==> src/rtl/drvpb_pkg.sv <==
// Constants for the drive parameter bank: attribute offsets, reset values,
// bit-rate codes, state encodings and timing.
// Assumes one 25 MHz clock and attribute access by the fieldbus stack.
// What this block does
// - Bit-rate code 0/1/2 = 125/250/500 kBaud
// - Bit-rate field locked unless switch both-on
// - New bit-rate applies after a comm reset; power-on reset restores code 0
// - Signed 31-bit range end, 27200, multiturn only
// - Read-only consistency flag, singleturn only, default 1
// - Rotation sense: 0 clockwise, 1 counter-clockwise
// - Approach with 5/8 turn forward or reverse
// - Wait programmed milliseconds when reversing rotation
// - Peak torque of last run, phases excluded
// - Control supply voltage readout, 0.1 V steps
// - Motor supply voltage readout, 0.1 V steps
// - Average motor supply over 5 ms units
// - Writable temperature ceiling, default 70, retained
// - Internal temperature readout, read-only, 16 bit
package drvpb_pkg;
   // Attribute offsets
   localparam logic [7:0] ATTR_BIT_RATE  = 8'h27;
   localparam logic [7:0] ATTR_RANGE_END = 8'h28;
   localparam logic [7:0] ATTR_POS_VALID = 8'h2a;
   localparam logic [7:0] ATTR_ROT_SENSE = 8'h2c;
   localparam logic [7:0] ATTR_APPROACH  = 8'h2d;
   localparam logic [7:0] ATTR_PAUSE     = 8'h2e;
   localparam logic [7:0] ATTR_SPEED     = 8'h30;
   localparam logic [7:0] ATTR_PEAK_TRQ  = 8'h31;
   localparam logic [7:0] ATTR_TORQUE    = 8'h33;
   localparam logic [7:0] ATTR_LOGIC_V   = 8'h3a;
   localparam logic [7:0] ATTR_DRIVE_V   = 8'h3b;
   localparam logic [7:0] ATTR_DRIVE_THR = 8'h3c;
   localparam logic [7:0] ATTR_DRIVE_AVG = 8'h3d;
   localparam logic [7:0] ATTR_HEAT_CEIL = 8'h3e;
   localparam logic [7:0] ATTR_HEAT_NOW  = 8'h3f;

   // Values after reset
   localparam logic [7:0]  RST_BIT_RATE  = 8'h00;
   localparam logic [31:0] RST_RANGE_END = 32'h0000_6a40;
   localparam logic [7:0]  RST_POS_VALID = 8'h01;
   localparam logic [7:0]  RST_ROT_SENSE = 8'h00;
   localparam logic [7:0]  RST_APPROACH  = 8'h00;
   localparam logic [15:0] RST_PAUSE     = 16'h000a;
   localparam logic [15:0] RST_DRIVE_THR = 16'h00b9;
   localparam logic [15:0] RST_DRIVE_AVG = 16'h0064;
   localparam logic [15:0] RST_HEAT_CEIL = 16'h0046;

   // Bit-rate codes
   localparam logic [1:0] BAUD_125K = 2'h0;
   localparam logic [1:0] BAUD_250K = 2'h1;
   localparam logic [1:0] BAUD_500K = 2'h2;
   localparam logic [7:0] BAUD_MAX  = 8'h02;

   // Timing
   localparam int CLOCK_PERIOD_NS = 40;
   localparam int MS_TICK_US      = 1000;
   localparam int MS_TICK_CYCLES  = MS_TICK_US * 1000 / CLOCK_PERIOD_NS;
   localparam int AVG_TICK_MS     = 5;
   localparam int AVG_TICK_CYCLES = AVG_TICK_MS * MS_TICK_CYCLES;
   localparam int DIV_STEPS       = 32;

   // Reversal pause states
   typedef enum logic [1:0] {
      DRVPB_PAUSE_IDLE = 2'b01,
      DRVPB_PAUSE_WAIT = 2'b10
   } drvpb_pause_t;

   // Averager states
   typedef enum logic [1:0] {
      DRVPB_AVG_ACC = 2'b01,
      DRVPB_AVG_DIV = 2'b10
   } drvpb_avg_t;
endpackage

==> src/rtl/drvpb_average.sv <==
// Windowed mean of the motor supply reading with a serial divider.
// Assumes tick is a one-cycle pulse every 5 ms on the same clock.
`timescale 1ns/1ps
module drvpb_average (
   input  wire logic        clock,
   input  wire logic        reset,
   input  wire logic        tick,
   input  wire logic [15:0] window,
   input  wire logic [15:0] sample,
   output logic      [15:0] mean,
   output logic             mean_strobe
);
   import drvpb_pkg::*;

   drvpb_avg_t  state;
   drvpb_avg_t  next_state;
   logic [31:0] sum;
   logic [31:0] next_sum;
   logic [15:0] count;
   logic [15:0] next_count;
   logic [15:0] divisor;
   logic [15:0] next_divisor;
   logic [31:0] quot;
   logic [31:0] next_quot;
   logic [16:0] rem;
   logic [16:0] next_rem;
   logic [5:0]  steps;
   logic [5:0]  next_steps;
   logic [15:0] next_mean;
   logic        next_mean_strobe;
   logic [15:0] win_eff;
   logic [16:0] rem_shift;

   // A zero window would divide by zero, so it acts as one sample
   assign win_eff   = (window == 16'h0000) ? 16'h0001 : window;
   assign rem_shift = {rem[15:0], quot[31]};

   // Accumulate one sample per 5 ms unit, then divide by the window
   always_comb begin
      next_state       = state;
      next_sum         = sum;
      next_count       = count;
      next_divisor     = divisor;
      next_quot        = quot;
      next_rem         = rem;
      next_steps       = steps;
      next_mean        = mean;
      next_mean_strobe = 1'b0;
      case (state)
         DRVPB_AVG_ACC: begin
            if (tick) begin
               if (count + 16'h0001 >= win_eff) begin
                  next_quot    = sum + {16'h0000, sample};
                  next_divisor = win_eff;
                  next_rem     = 17'h00000;
                  next_steps   = 6'h00;
                  next_sum     = 32'h0000_0000;
                  next_count   = 16'h0000;
                  next_state   = DRVPB_AVG_DIV;
               end else begin
                  next_sum   = sum + {16'h0000, sample};
                  next_count = count + 16'h0001;
               end
            end
         end
         DRVPB_AVG_DIV: begin
            // Restoring division, one quotient bit per cycle
            if (rem_shift >= {1'b0, divisor}) begin
               next_rem  = rem_shift - {1'b0, divisor};
               next_quot = {quot[30:0], 1'b1};
            end else begin
               next_rem  = rem_shift;
               next_quot = {quot[30:0], 1'b0};
            end
            next_steps = steps + 6'h01;
            if (steps == 6'(DIV_STEPS - 1)) begin
               next_mean        = next_quot[15:0];
               next_mean_strobe = 1'b1;
               next_state       = DRVPB_AVG_ACC;
            end
         end
         default: next_state = DRVPB_AVG_ACC;
      endcase
   end

   always_ff @(posedge clock or posedge reset) begin
      if (reset) begin
         state       <= DRVPB_AVG_ACC;
         sum         <= 32'h0000_0000;
         count       <= 16'h0000;
         divisor     <= 16'h0001;
         quot        <= 32'h0000_0000;
         rem         <= 17'h00000;
         steps       <= 6'h00;
         mean        <= 16'h0000;
         mean_strobe <= 1'b0;
      end else begin
         state       <= next_state;
         sum         <= next_sum;
         count       <= next_count;
         divisor     <= next_divisor;
         quot        <= next_quot;
         rem         <= next_rem;
         steps       <= next_steps;
         mean        <= next_mean;
         mean_strobe <= next_mean_strobe;
      end
   end
endmodule

==> src/rtl/drvpb_bank.sv <==
// Parameter and measurement bank of a positioning drive, reached by
// attribute number from the fieldbus stack.
// Assumes measurement and motion inputs come from logic on this clock;
// only the bit-rate switch is an asynchronous pin.
`timescale 1ns/1ps
module drvpb_bank #(
   parameter bit MULTITURN       = 1'b1,
   parameter int MS_CYCLES       = drvpb_pkg::MS_TICK_CYCLES,
   parameter int AVG_UNIT_CYCLES = drvpb_pkg::AVG_TICK_CYCLES
) (
   input  wire logic        clock,
   input  wire logic        reset,
   input  wire logic        comm_reset,
   input  wire logic [7:0]  attr_addr,
   input  wire logic        attr_write,
   input  wire logic        attr_read,
   input  wire logic [31:0] attr_wdata,
   output logic      [31:0] attr_rdata,
   output logic             attr_ack,
   output logic             attr_error,
   input  wire logic        baud_switch_on_on,
   output logic      [1:0]  baud_code,
   output logic             baud_code_valid,
   output logic      [31:0] range_end,
   output logic             ccw_sense,
   output logic             approach_reverse,
   input  wire logic        reversal_request,
   output logic             reversal_hold,
   input  wire logic        run_active,
   input  wire logic        start_phase,
   input  wire logic        braking,
   input  wire logic        position_consistent_in,
   input  wire logic [15:0] speed_in,
   input  wire logic [15:0] torque_in,
   input  wire logic [15:0] logic_volts_in,
   input  wire logic [15:0] drive_volts_in,
   input  wire logic [15:0] heat_in,
   output logic      [15:0] drive_volts_mean,
   output logic             drive_supply_low,
   output logic             heat_over
);
   import drvpb_pkg::*;

   logic [7:0]  bit_rate_select, next_bit_rate_select;
   logic [31:0] range_upper_end, next_range_upper_end;
   logic [7:0]  position_valid_flag, next_position_valid_flag;
   logic [7:0]  rotation_sense, next_rotation_sense;
   logic [7:0]  approach_side, next_approach_side;
   logic [15:0] reversal_pause_ms, next_reversal_pause_ms;
   logic [15:0] speed_now, torque_now, logic_supply_volts;
   logic [15:0] drive_supply_volts, internal_heat_reading;
   logic [15:0] peak_run_torque, next_peak_run_torque;
   logic [15:0] drive_supply_threshold, next_drive_supply_threshold;
   logic [15:0] drive_supply_averaging, next_drive_supply_averaging;
   logic [15:0] heat_ceiling, next_heat_ceiling;
   logic [1:0]  next_baud_code;
   logic [31:0] next_attr_rdata;
   logic        next_attr_ack, next_attr_error;
   logic        sw_meta, sw_mid, sw_late, sw_level, next_sw_level;
   logic        run_seen;
   logic        hit, is_ro, wr_ok;
   logic [31:0] rd_mux;
   drvpb_pause_t pause_state, next_pause_state;
   logic [15:0] pause_left, next_pause_left;
   logic [31:0] pause_cyc, next_pause_cyc;
   logic [31:0] avg_cyc, next_avg_cyc;
   logic        avg_tick;
   logic        next_supply_low, next_heat_over;

   // Decode and read mux; absent variant entries read as zero
   always_comb begin
      hit    = 1'b1;
      is_ro  = 1'b0;
      rd_mux = 32'h0000_0000;
      case (attr_addr)
         ATTR_BIT_RATE:  rd_mux = {24'h000000, bit_rate_select};
         ATTR_RANGE_END: rd_mux = MULTITURN ? range_upper_end : 32'h0000_0000;
         ATTR_POS_VALID: begin
            is_ro  = 1'b1;
            rd_mux = MULTITURN ? 32'h0000_0000 : {24'h000000, position_valid_flag};
         end
         ATTR_ROT_SENSE: rd_mux = {24'h000000, rotation_sense};
         ATTR_APPROACH:  rd_mux = {24'h000000, approach_side};
         ATTR_PAUSE:     rd_mux = {16'h0000, reversal_pause_ms};
         ATTR_SPEED:     begin is_ro = 1'b1; rd_mux = {16'h0000, speed_now}; end
         ATTR_PEAK_TRQ:  begin is_ro = 1'b1; rd_mux = {16'h0000, peak_run_torque}; end
         ATTR_TORQUE:    begin is_ro = 1'b1; rd_mux = {16'h0000, torque_now}; end
         ATTR_LOGIC_V:   begin is_ro = 1'b1; rd_mux = {16'h0000, logic_supply_volts}; end
         ATTR_DRIVE_V:   begin is_ro = 1'b1; rd_mux = {16'h0000, drive_supply_volts}; end
         ATTR_DRIVE_THR: rd_mux = {16'h0000, drive_supply_threshold};
         ATTR_DRIVE_AVG: rd_mux = {16'h0000, drive_supply_averaging};
         ATTR_HEAT_CEIL: rd_mux = {16'h0000, heat_ceiling};
         ATTR_HEAT_NOW:  begin is_ro = 1'b1; rd_mux = {16'h0000, internal_heat_reading}; end
         default:        hit = 1'b0;
      endcase
   end

   assign wr_ok = attr_write && hit && !is_ro;

   // Writable entries and the answer to each access
   always_comb begin
      next_bit_rate_select        = bit_rate_select;
      next_range_upper_end        = range_upper_end;
      next_rotation_sense         = rotation_sense;
      next_approach_side          = approach_side;
      next_reversal_pause_ms      = reversal_pause_ms;
      next_drive_supply_threshold = drive_supply_threshold;
      next_drive_supply_averaging = drive_supply_averaging;
      next_heat_ceiling           = heat_ceiling;
      next_attr_ack               = attr_write || attr_read;
      next_attr_error             = (attr_write || attr_read) && !hit;
      next_attr_rdata             = attr_read ? rd_mux : attr_rdata;
      if (attr_write && is_ro) begin
         next_attr_error = 1'b1;
      end
      if (wr_ok) begin
         case (attr_addr)
            ATTR_BIT_RATE: begin
               // Switch not both-on or code out of range leaves it alone
               if (!sw_level || attr_wdata[7:0] > BAUD_MAX) begin
                  next_attr_error = 1'b1;
               end else begin
                  next_bit_rate_select = attr_wdata[7:0];
               end
            end
            ATTR_RANGE_END: begin
               // Sign taken from bit 30; master keeps the value in span
               if (MULTITURN) begin
                  next_range_upper_end = {attr_wdata[30], attr_wdata[30:0]};
               end else begin
                  next_attr_error = 1'b1;
               end
            end
            ATTR_ROT_SENSE: next_rotation_sense         = {7'h00, attr_wdata[0]};
            ATTR_APPROACH:  next_approach_side          = {7'h00, attr_wdata[0]};
            ATTR_PAUSE:     next_reversal_pause_ms      = attr_wdata[15:0];
            ATTR_DRIVE_THR: next_drive_supply_threshold = attr_wdata[15:0];
            ATTR_DRIVE_AVG: next_drive_supply_averaging = attr_wdata[15:0];
            ATTR_HEAT_CEIL: next_heat_ceiling           = attr_wdata[15:0];
            default:        next_attr_error             = 1'b1;
         endcase
      end
   end

   // Switch level accepted once the last two sync stages agree
   always_comb begin
      next_sw_level = (sw_mid == sw_late) ? sw_late : sw_level;
   end

   // Bit rate latched only at a reset, never on the write itself
   always_comb begin
      next_baud_code = baud_code;
      if (comm_reset) begin
         next_baud_code = bit_rate_select[1:0];
      end
   end

   // Peak torque restarts with each run; start and braking phases skipped
   always_comb begin
      next_peak_run_torque = peak_run_torque;
      if (run_active && !run_seen) begin
         next_peak_run_torque = 16'h0000;
      end else if (run_active && !start_phase && !braking &&
                   torque_in > peak_run_torque) begin
         next_peak_run_torque = torque_in;
      end
      next_position_valid_flag = {7'h00, position_consistent_in};
   end

   // Reversal pause: own prescaler so the first millisecond is whole
   always_comb begin
      next_pause_state = pause_state;
      next_pause_left  = pause_left;
      next_pause_cyc   = pause_cyc;
      case (pause_state)
         DRVPB_PAUSE_IDLE: begin
            if (reversal_request && reversal_pause_ms != 16'h0000) begin
               next_pause_left  = reversal_pause_ms;
               next_pause_cyc   = 32'h0000_0000;
               next_pause_state = DRVPB_PAUSE_WAIT;
            end
         end
         DRVPB_PAUSE_WAIT: begin
            if (pause_cyc == 32'(MS_CYCLES - 1)) begin
               next_pause_cyc  = 32'h0000_0000;
               next_pause_left = pause_left - 16'h0001;
               if (pause_left == 16'h0001) begin
                  next_pause_state = DRVPB_PAUSE_IDLE;
               end
            end else begin
               next_pause_cyc = pause_cyc + 32'h0000_0001;
            end
         end
         default: next_pause_state = DRVPB_PAUSE_IDLE;
      endcase
   end

   // 5 ms unit divider feeding the averager, and the limit comparisons
   always_comb begin
      avg_tick     = (avg_cyc == 32'(AVG_UNIT_CYCLES - 1));
      next_avg_cyc = avg_tick ? 32'h0000_0000 : avg_cyc + 32'h0000_0001;
      next_supply_low = drive_volts_mean < drive_supply_threshold;
      next_heat_over  = internal_heat_reading > heat_ceiling;
   end

   // Registers; heat_ceiling holds across comm resets, only power-on reloads
   always_ff @(posedge clock or posedge reset) begin
      if (reset) begin
         bit_rate_select        <= RST_BIT_RATE;
         range_upper_end        <= RST_RANGE_END;
         position_valid_flag    <= RST_POS_VALID;
         rotation_sense         <= RST_ROT_SENSE;
         approach_side          <= RST_APPROACH;
         reversal_pause_ms      <= RST_PAUSE;
         drive_supply_threshold <= RST_DRIVE_THR;
         drive_supply_averaging <= RST_DRIVE_AVG;
         heat_ceiling           <= RST_HEAT_CEIL;
         baud_code              <= RST_BIT_RATE[1:0];
         attr_rdata             <= 32'h0000_0000;
         attr_ack               <= 1'b0;
         attr_error             <= 1'b0;
         sw_meta                <= 1'b0;
         sw_mid                 <= 1'b0;
         sw_late                <= 1'b0;
         sw_level               <= 1'b0;
         run_seen               <= 1'b0;
         peak_run_torque        <= 16'h0000;
         speed_now              <= 16'h0000;
         torque_now             <= 16'h0000;
         logic_supply_volts     <= 16'h0000;
         drive_supply_volts     <= 16'h0000;
         internal_heat_reading  <= 16'h0000;
         pause_state            <= DRVPB_PAUSE_IDLE;
         pause_left             <= 16'h0000;
         pause_cyc              <= 32'h0000_0000;
         avg_cyc                <= 32'h0000_0000;
         drive_supply_low       <= 1'b0;
         heat_over              <= 1'b0;
      end else begin
         bit_rate_select        <= next_bit_rate_select;
         range_upper_end        <= next_range_upper_end;
         position_valid_flag    <= next_position_valid_flag;
         rotation_sense         <= next_rotation_sense;
         approach_side          <= next_approach_side;
         reversal_pause_ms      <= next_reversal_pause_ms;
         drive_supply_threshold <= next_drive_supply_threshold;
         drive_supply_averaging <= next_drive_supply_averaging;
         heat_ceiling           <= next_heat_ceiling;
         baud_code              <= next_baud_code;
         attr_rdata             <= next_attr_rdata;
         attr_ack               <= next_attr_ack;
         attr_error             <= next_attr_error;
         sw_meta                <= baud_switch_on_on;
         sw_mid                 <= sw_meta;
         sw_late                <= sw_mid;
         sw_level               <= next_sw_level;
         run_seen               <= run_active;
         peak_run_torque        <= next_peak_run_torque;
         speed_now              <= speed_in;
         torque_now             <= torque_in;
         logic_supply_volts     <= logic_volts_in;
         drive_supply_volts     <= drive_volts_in;
         internal_heat_reading  <= heat_in;
         pause_state            <= next_pause_state;
         pause_left             <= next_pause_left;
         pause_cyc              <= next_pause_cyc;
         avg_cyc                <= next_avg_cyc;
         drive_supply_low       <= next_supply_low;
         heat_over              <= next_heat_over;
      end
   end

   // Decoded settings for the motion logic
   assign baud_code_valid  = (baud_code <= BAUD_500K);
   assign range_end        = MULTITURN ? range_upper_end : 32'h0000_0000;
   assign ccw_sense        = rotation_sense[0];
   assign approach_reverse = approach_side[0];
   assign reversal_hold    = (pause_state == DRVPB_PAUSE_WAIT);

   drvpb_average u_average (
      .clock       (clock),
      .reset       (reset),
      .tick        (avg_tick),
      .window      (drive_supply_averaging),
      .sample      (drive_supply_volts),
      .mean        (drive_volts_mean),
      .mean_strobe ()
   );
endmodule

==> config.mk <==
export PLATFORM = sky130hd
export DESIGN_NAME = drvpb_bank
export DESIGN_NICKNAME = d
export VERILOG_FILES = /design/src/rtl/drvpb_pkg.sv /design/src/rtl/drvpb_average.sv /design/src/rtl/drvpb_bank.sv
export SDC_FILE = /design/constraint.sdc
export NUM_CORES = 1
export LEC_CHECK = 0
export ABC_AREA = 1
export BUFFER_PORTS_ARGS = -buffer_cell sky130_fd_sc_hd__clkbuf_2
export CAP_MARGIN = 20
export CORE_UTILIZATION = 55
export DETAILED_ROUTE_END_ITERATION = 10
export GPL_TIMING_DRIVEN = 0
export PLACE_DENSITY = 0.77
export RECOVER_POWER = 50
export SETUP_SLACK_MARGIN = 0.05
export SLEW_MARGIN = 20
export SYNTH_ARGS = -nofsm -noshare
export SYNTH_HDL_FRONTEND = slang
export SYNTH_SLANG_ARGS = --single-unit
==> constraint.sdc <==
create_clock -name clock -period 16.4 [get_ports clock]
set_clock_uncertainty 0.1 [all_clocks]
set_input_delay 2.46 -clock clock [delete_from_list [all_inputs] [get_ports clock]]
set_output_delay 2.46 -clock clock [all_outputs]
set_load 0.05 [all_outputs]
==> results of run 1 <==
power breakdown:
| group | internal, mW | switching [mW] | leakage (nW) | total (mW) |
|---|---|---|---|---|
| logic | 0.0311 | 0.0815 | 8.33 | 0.113 |
| clock network | 0.778 | 0.486 | 0.887 | 1.26 |
| registers | 1.15 | 0.0104 | 6.12 | 1.16 |
worst min path at each step:
| stage | end | slack [ns] |
|---|---|---|
| 2_1_floorplan | sw_mid | 0.23 |
| 3_3_place_gp | sw_mid | 0.23 |
| 3_5_place_dp | sw_mid | 0.24 |
| 4_1_cts | sw_mid | 0.25 |
| 5_1_grt | sw_mid | 0.25 |
| 6_report | sw_mid | 0.25 |
per-stage QoR:
step           utilization  cell area [um^2]  instances  hold WS (ns)  total power, mW
6_report             0.640             29100       4314         0.250             2.54
3_5_place_dp         0.602             27300       4224         0.236             1.30
2_1_floorplan            -             25300       3403         0.231             1.24
4_1_cts              0.642             29200       4314         0.250             2.56
5_1_grt              0.640             29100       4314         0.252             2.61
3_3_place_gp         0.599             27200       4219         0.235             1.29
synth_stat cells (all sizes together) (52+ instances only):
library cell     n  area [um^2]
nor2           241          917
xor2            62          543
nor3            59          300
ha             101         1260
clkbuf          65          244
nand4           52          325
nand2         1133         4250
a21oi           69          345
inv            408         1530
dfrtp          440        11000
nand3          429         2150
o21ai          163          816
cell families (layout without fill, tap and decap cells):
family	after synthesis	in the layout
AOI/OAI and AO/OA	280	280
and+or+nand+nor	1968	1968
adders and majority gates	104	104
buffers and inverters	518	829
DFF	461	461
xor gates and xnor gates	72	72
state kept, by name, indices dropped and copies added (netlist names), 6 cells and up:
signal / count
reversal_pause_ms: 16
u_average.quot: 32
pause_left: 16
torque_now: 16
u_average.count: 16
range_end: 31
peak_run_torque: 16
u_average.sum: 32
pause_cyc: 32
drive_supply_averaging: 16
u_average.mean: 16
internal_heat_reading: 16
attr_rdata: 31
logic_supply_volts: 16
u_average.steps: 6
bit_rate_select: 8
drive_supply_volts: 16
u_average.rem: 16
drive_supply_threshold: 16
avg_cyc: 32
speed_now: 16
u_average.divisor: 16
heat_ceiling: 16
area by class of cell:
class,count,area (um^2),area share
flip-flops and latches,461,11600,0.398
well taps,600,751,0.0258
plain buffers,107,473,0.0163
clock buffers,58,1310,0.0451
multi-input cells,2424,11800,0.405
clock inverters,32,523,0.0180
inverters,411,1540,0.0531
repair buffers,221,1130,0.0388
placed cells by master (no fill, tap or decap), types with 24 or more instances in the layout:
cell and count:
sky130_fd_sc_hd__o22ai_1 27, sky130_fd_sc_hd__inv_1 394, sky130_fd_sc_hd__nor2_1 238, sky130_fd_sc_hd__clkbuf_1 107
sky130_fd_sc_hd__clkbuf_16 49, sky130_fd_sc_hd__nand4_1 52, sky130_fd_sc_hd__nand3_1 428, sky130_fd_sc_hd__buf_2 24
sky130_fd_sc_hd__nand2_1 1133, sky130_fd_sc_hd__o21ai_0 162, sky130_fd_sc_hd__a21oi_1 69, sky130_fd_sc_hd__dfrtp_1 440
sky130_fd_sc_hd__clkbuf_2 180, sky130_fd_sc_hd__ha_1 101, sky130_fd_sc_hd__nand3b_1 27, sky130_fd_sc_hd__nor3_1 58
sky130_fd_sc_hd__xor2_1 62
routing by layer:
| metal | vias to the layer above | GRT usage | routed length (um) |
|---|---|---|---|
| met5 | - | 0 | 0 |
| met4 | 0 | 0.123 | 2850 |
| met3 | 170 | 0.0431 | 5790 |
| met2 | 960 | 0.508 | 34200 |
| met1 | 11100 | 0.455 | 32700 |
| li1 | 11500 | - | - |
==> parameters.txt, run 1 <==
Parameter                              Value

Floorplanning
  Width of the die    217 um
  Die Area    46900 um^2
  Count of standard-cell rows    just under 80
  Core area    about 45000 um^2
  Starting utilization of the core area    0.558
  Number of ports placed on the die boundary    between 200 and 250
  DIE HEIGHT    about 220 um

Clocking
  Clock tree from TritonCTS    yes
  Count of cells resized by post-cts repair    0
  Cts hold-fix bufs    0
  # H-tree levels    2
  Clock buffers created by TritonCTS    ~50
  Root buffer selected by CTS    sky130_fd_sc_hd__clkbuf_16
  Clock latency on the worst-skew pair    roughly 0.6 ns
  Clock transition at path regs    about 0.07 ns
  Number of buffers between clock root and the deepest sink    3
  Setup bufs post-CTS    0
  Clock sink count    between 400 and 500

GRT
  Global-route congestion overflow total    0
  Largest net degree at the start of global routing    ~110
  GRT Util Overall    0.323
  Vias in the first global route    between 20000 and 25000
  Global-route wire length before repair    120 mm
  Antenna violations before repair    1

Setup path
  Worst endpoint data arrival time    roughly 7.2 ns
  Crit-path max cell delay    just under 4 ns
  Kind of start point of the critical path    input port
  FF-to-FF End    u_average.sum[10]
  Register-to-register path setup slack    around 13 ns
  Biggest fanout along the worst timing path    107
  Buffers and inverters on the worst path    3
  Kind of end point of the critical path    asynchronous set/reset pin
  Critical path required time    ~16 ns
  RR Startpoint    u_average.count[2]
  R2R cell count    16
  Crit path from    reset
  Stages on worst setup path    3
  Cell breakdown of the critical path    clkbuf_2, clkinvlp_2, clkbuf_1
  Slowest stage cell on the critical path    sky130_fd_sc_hd__clkbuf_1
  Worst path top cell family by delay    buffers and inverters
  CP Capture Point    range_end[2]
  Critical path start-end classification    input port to asynchronous set/reset pin

Detailed routing
  Wire length after detailed routing    75.6 mm
  Via count    about 24000
  Residual antenna-violating net count after detailed routing    0
  Total DRC errors in the routed layout    0
  Iteration-0 DRC Markers    2341
  Via-per-instance ratio    5.49
  Avg WL per Cell    about 18 um
  Count of TritonRoute iterations in the first routing pass    5

Logic synthesis
  Parity-gate share of the synthesized area counting xor and xnor cells    0.0249
  Dominant combinational cell family by area after synthesis    simple AND/OR/NAND/NOR gates
  Sequential element share of the synthesized area    0.456
  Number of distinct library cell variants in the gate-level netlist after synthesis    43
  Commonest register cell after synthesis    sky130_fd_sc_hd__dfrtp_1
  Share of flip-flops with an asynchronous set or reset    1.00
  Simple-gate share of the synthesized area    0.328
  Synthesized instance count    around 3400
  Synth Net Count    between 3000 and 4000
  Adder-cell area share of the yosys netlist    0.0518
  Cell Area, Synth    between 20000 and 30000 um^2
  Post-Synthesis Mean Instance Area    roughly 7.4 um^2
  Multiplexer area fraction after synthesis    0
  Total of flip-flops plus latches after synthesis    461
  Post-synth EDFFs    0
  Yosys Warn Count    0
  Area fraction in compound gates after synthesis    0.0591

STA
  Highest attainable clock frequency    about 0.13 GHz
  Slew at the pin with the worst max-slew slack    5.56 ns
  Total negative slack    0 ns
  Final setup violation count    0
  Max-slew violation total from the final report    roughly 190
  Number of hold violations in the final report    0
  Final period demand of the worst path    7.94 ns
  Tcrit/Tclk final    0.484
  Slew margin rel.    -2.70
  Worst Slack Setup Final    8.46 ns
  Setup repair after global routing missed its margin    false

Placed design
  Setup WS pre-CTS    between 10 and 15 ns
  Count of input and output buffers    about 220
  Weighted congestion reported at the end of routability-driven placement    between 0.9 and 1
  Half-perimeter wire length after detailed placement    57.4 mm

Run status
  Failing checks    capacitance limit, slew limit
  Outcome    finished, violations left

Layout
  Number of filler cells placed in the layout    around 4000
  # diodes    0
  Share of layout cells above drive strength 1    0.0956
  Total number of nets in the final design    3909
  Synthesis-to-finish area growth    14.6%

Hold path
  Hold path startpoint    sw_meta
  Class of the tightest hold or removal check    register to register
  WHS Path Cells    0

Run
  Number of max-cap violations    2

Pwr
  Ratio of total power to cell area    87.5 nW/um^2
  Worst VDD drop    roughly 100 uV
  LEAKAGE    roughly 15 nW
Note: power is estimated with default switching activity, not from simulation.
==> run 2, diff against run 1 <==
- ABC_AREA: 1 -> 0
- CORE_UTILIZATION: 55 -> 54
- clock period: 16.4 -> 7.1 ns (I/O delays scaled with it)
==> parameters.txt, run 2 <==
Parameter                              Value

Layout
  Top library cells by usage in the layout, fill and taps aside    sky130_fd_sc_hd__dfrtp_1, sky130_fd_sc_hd__nand2_1, sky130_fd_sc_hd__clkbuf_2
  Final instance area    26800 um^2 (-7.7%)
  Number of filler cells placed in the layout    3356 (-17%)
  Total number of nets in the final design    2739 (-30%)
  Share of layout cells above drive strength 1    0.198 (+0.102)
  Synthesis-to-finish area growth    16.1%
  Most common cell after layout, fill and taps aside    sky130_fd_sc_hd__dfrtp_1
  Layout Utilization    0.638 (-0.00228)

Logic synthesis
  Area share of the largest cell type after synthesis    0.477 (+0.0422)
  Number of distinct library cell variants in the gate-level netlist after synthesis    89 (+110%)
  Commonest register cell after synthesis    sky130_fd_sc_hd__dfrtp_1
  Most common cell in the netlist    sky130_fd_sc_hd__dfrtp_1
  Share of flip-flops with an asynchronous set or reset    1.00 (unchanged)
  Yosys Warn Count    0 (unchanged)
  Largest cells by area after synthesis    sky130_fd_sc_hd__dfrtp_1, sky130_fd_sc_hd__mux2_2, sky130_fd_sc_hd__ha_1, sky130_fd_sc_hd__o21ai_0, sky130_fd_sc_hd__nand2_1
  Leading area contributor after synthesis    sky130_fd_sc_hd__dfrtp_1
  Post-Synthesis Mean Instance Area    10.4 um^2 (+39%)
  Synthesized instance count    2225 (-35%)
  Post-synth EDFFs    0 (unchanged)
  Cell Area, Synth    23100 um^2 (-8.8%)
  Cell types with the highest counts after synthesis    sky130_fd_sc_hd__dfrtp_1, sky130_fd_sc_hd__nand2_1, sky130_fd_sc_hd__o21ai_0, sky130_fd_sc_hd__nor2_1, sky130_fd_sc_hd__inv_1
  Sequential element share of the synthesized area    0.501 (+0.0443)
  Synth Net Count    2459 (-32%)
  Total of flip-flops plus latches after synthesis    461 (unchanged)

Placed design
  Half-perimeter wire length after detailed placement    51.5 mm (-10%)
  Post-detailed-placement cell area    25200 um^2 (-7.9%)
  Count of input and output buffers    215 (-0.46%)
  Weighted congestion reported at the end of routability-driven placement    0.916 (-7.6%)

Setup path
  Kind of start point of the critical path    input port
  Worst endpoint data arrival time    5.23 ns (-1.98 ns)
  Biggest fanout along the worst timing path    29 (-73%)
  Critical path start-end classification    input port to asynchronous set/reset pin
  Kind of end point of the critical path    asynchronous set/reset pin
  Critical path required time    7.42 ns (-8.26 ns)

Floorplanning
  Core area    42000 um^2 (-7.4%)
  Width of the die    209 um (-3.6%)
  DIE HEIGHT    209 um (-3.6%)
  Number of ports placed on the die boundary    221 (unchanged)
  Starting utilization of the core area    0.549 (-0.00896)
  Die Area    43600 um^2 (-7.1%)
  Count of standard-cell rows    75 (-3.8%)

Detailed routing
  Iteration-0 DRC Markers    1886 (-19%)
  Count of TritonRoute iterations in the first routing pass    7 (+2)
  Total DRC errors in the routed layout    0 (unchanged)
  Residual antenna-violating net count after detailed routing    0 (unchanged)
  Via count    19400 (-18%)
  Wire length after detailed routing    69.3 mm (-8.2%)
  Via-per-instance ratio    6.28 (+14%)
  Avg WL per Cell    22.5 um (+28%)

GRT
  GRT Util Overall    0.318 (-0.00461)
  Antenna violations before repair    2 (+1)
  Vias in the first global route    19000 (-15%)
  Largest net degree at the start of global routing    37 (-66%)
  Global-route wire length before repair    108 mm (-9.8%)
  Global-route congestion overflow total    0 (unchanged)

Clocking
  Setup bufs post-CTS    0 (unchanged)
  Clock tree from TritonCTS    yes
  Cts hold-fix bufs    0 (unchanged)
  # H-tree levels    2 (unchanged)
  Clock transition at path regs    0.06 ns (about the same)
  Clock sink count    461 (unchanged)
  Clock buffers created by TritonCTS    48 (-2.0%)
  Count of cells resized by post-cts repair    0 (unchanged)
  Root buffer selected by CTS    sky130_fd_sc_hd__clkbuf_16
  Number of buffers between clock root and the deepest sink    3 (unchanged)
  Clock latency on the worst-skew pair    0.61 ns (about the same)

STA
  Highest attainable clock frequency    around 0.20 GHz
  Final period demand of the worst path    roughly 4.9 ns
  Slew at the pin with the worst max-slew slack    1.91 ns (-3.64 ns)
  Final setup violation count    0 (unchanged)
  Tcrit/Tclk final    0.691
  Number of hold violations in the final report    0 (unchanged)
  Slew margin rel.    -0.274 (+2.43)
  Setup repair after global routing missed its margin    false
  Max-slew violation total from the final report    118 (-38%)

Pwr
  Ratio of total power to cell area    222 nW/um^2 (+150%)
  LEAKAGE    12.3 nW (-20%)
  Worst VDD drop    199 uV (+93%)
  Total chip power    5.95 mW (+130%)

Run status
  Failing checks    capacitance limit, slew limit
  Outcome    finished, violations left

Hold path
  Class of the tightest hold or removal check    register to register

Run
  Number of max-cap violations    4 (+2)
[run 2: kinds of logic after synthesis]
| family | synth area share |
|---|---|
| muxes | 0.0685 |
| DFF | 0.501 |
| xor gates and xnor gates | 0.0360 |
| AOI/OAI and AO/OA | 0.157 |
| adders and majority gates | 0.0569 |
| buffers and inverters | 0.0419 |
| and+or+nand+nor | 0.139 |
[run 2: where the power goes]
part,switching (mW),leakage (nW),internal (mW)
combinational,0.253,5.42,0.118
sequential,0.0533,6.02,2.69
clock,1.12,0.860,1.71
[run 2: final cells by class]
cell class / instances / area (um^2) / share of cell area
multi-input cells: 1537 / 10600 / 0.394
repair buffers: 230 / 1270 / 0.0475
inverters: 126 / 474 / 0.0177
plain buffers: 101 / 492 / 0.0183
well taps: 539 / 674 / 0.0251
clock buffers: 65 / 1360 / 0.0505
clock inverters: 25 / 419 / 0.0156
flip-flops and latches: 461 / 11600 / 0.431
diodes: 2 / 5.00 / 0.000187
[run 2: path summary, 6_finish.rpt]
check                                    from                end  depth (start not counted)  slack [ns]
max                                     reset  u_average.sum[26]                          5        2.19
min                                   sw_meta             sw_mid                          0        0.26
max reg2reg                u_average.count[0]  u_average.quot[8]                         15        2.62
min reg2reg                           sw_meta             sw_mid                          0        0.26
max in group clock         u_average.count[0]  u_average.quot[8]                         15        2.62
min in group asynchronous               reset       pause_cyc[0]                          2        0.43
[run 2: metal layers]
| layer | vias up | GRT usage | part of all wire |
|---|---|---|---|
| met5 | - | 0 | 0 |
| met4 | 0 | 0.130 | 0.041 |
| met3 | 172 | 0.0475 | 0.078 |
| met2 | 929 | 0.499 | 0.46 |
| met1 | 9688 | 0.445 | 0.42 |
| li1 | 8595 | - | - |
[run 2: worst max-delay path, stage by stage]
cell	delay, ns
sky130_fd_sc_hd__clkbuf_2	0.08
sky130_fd_sc_hd__clkinvlp_2	0.43
sky130_fd_sc_hd__clkbuf_1	1.10
sky130_fd_sc_hd__clkbuf_1	1.29
sky130_fd_sc_hd__clkbuf_1	1.22
[run 2: stage by stage]
| stage | cells | TNS (ns) | setup WS [ns] | hold slack [ns] |
|---|---|---|---|---|
| floorplan | 2225 | -126.21 | -0.287 | 0.231 |
| global placement | 2979 | -1172.96 | -2.69 | 0.237 |
| detailed placement | 2994 | 0 | 2.81 | 0.236 |
| CTS | 3084 | 0 | 2.77 | 0.263 |
| global route | 3086 | 0 | 1.32 | 0.269 |
| finish | 3086 | 0 | 2.19 | 0.262 |
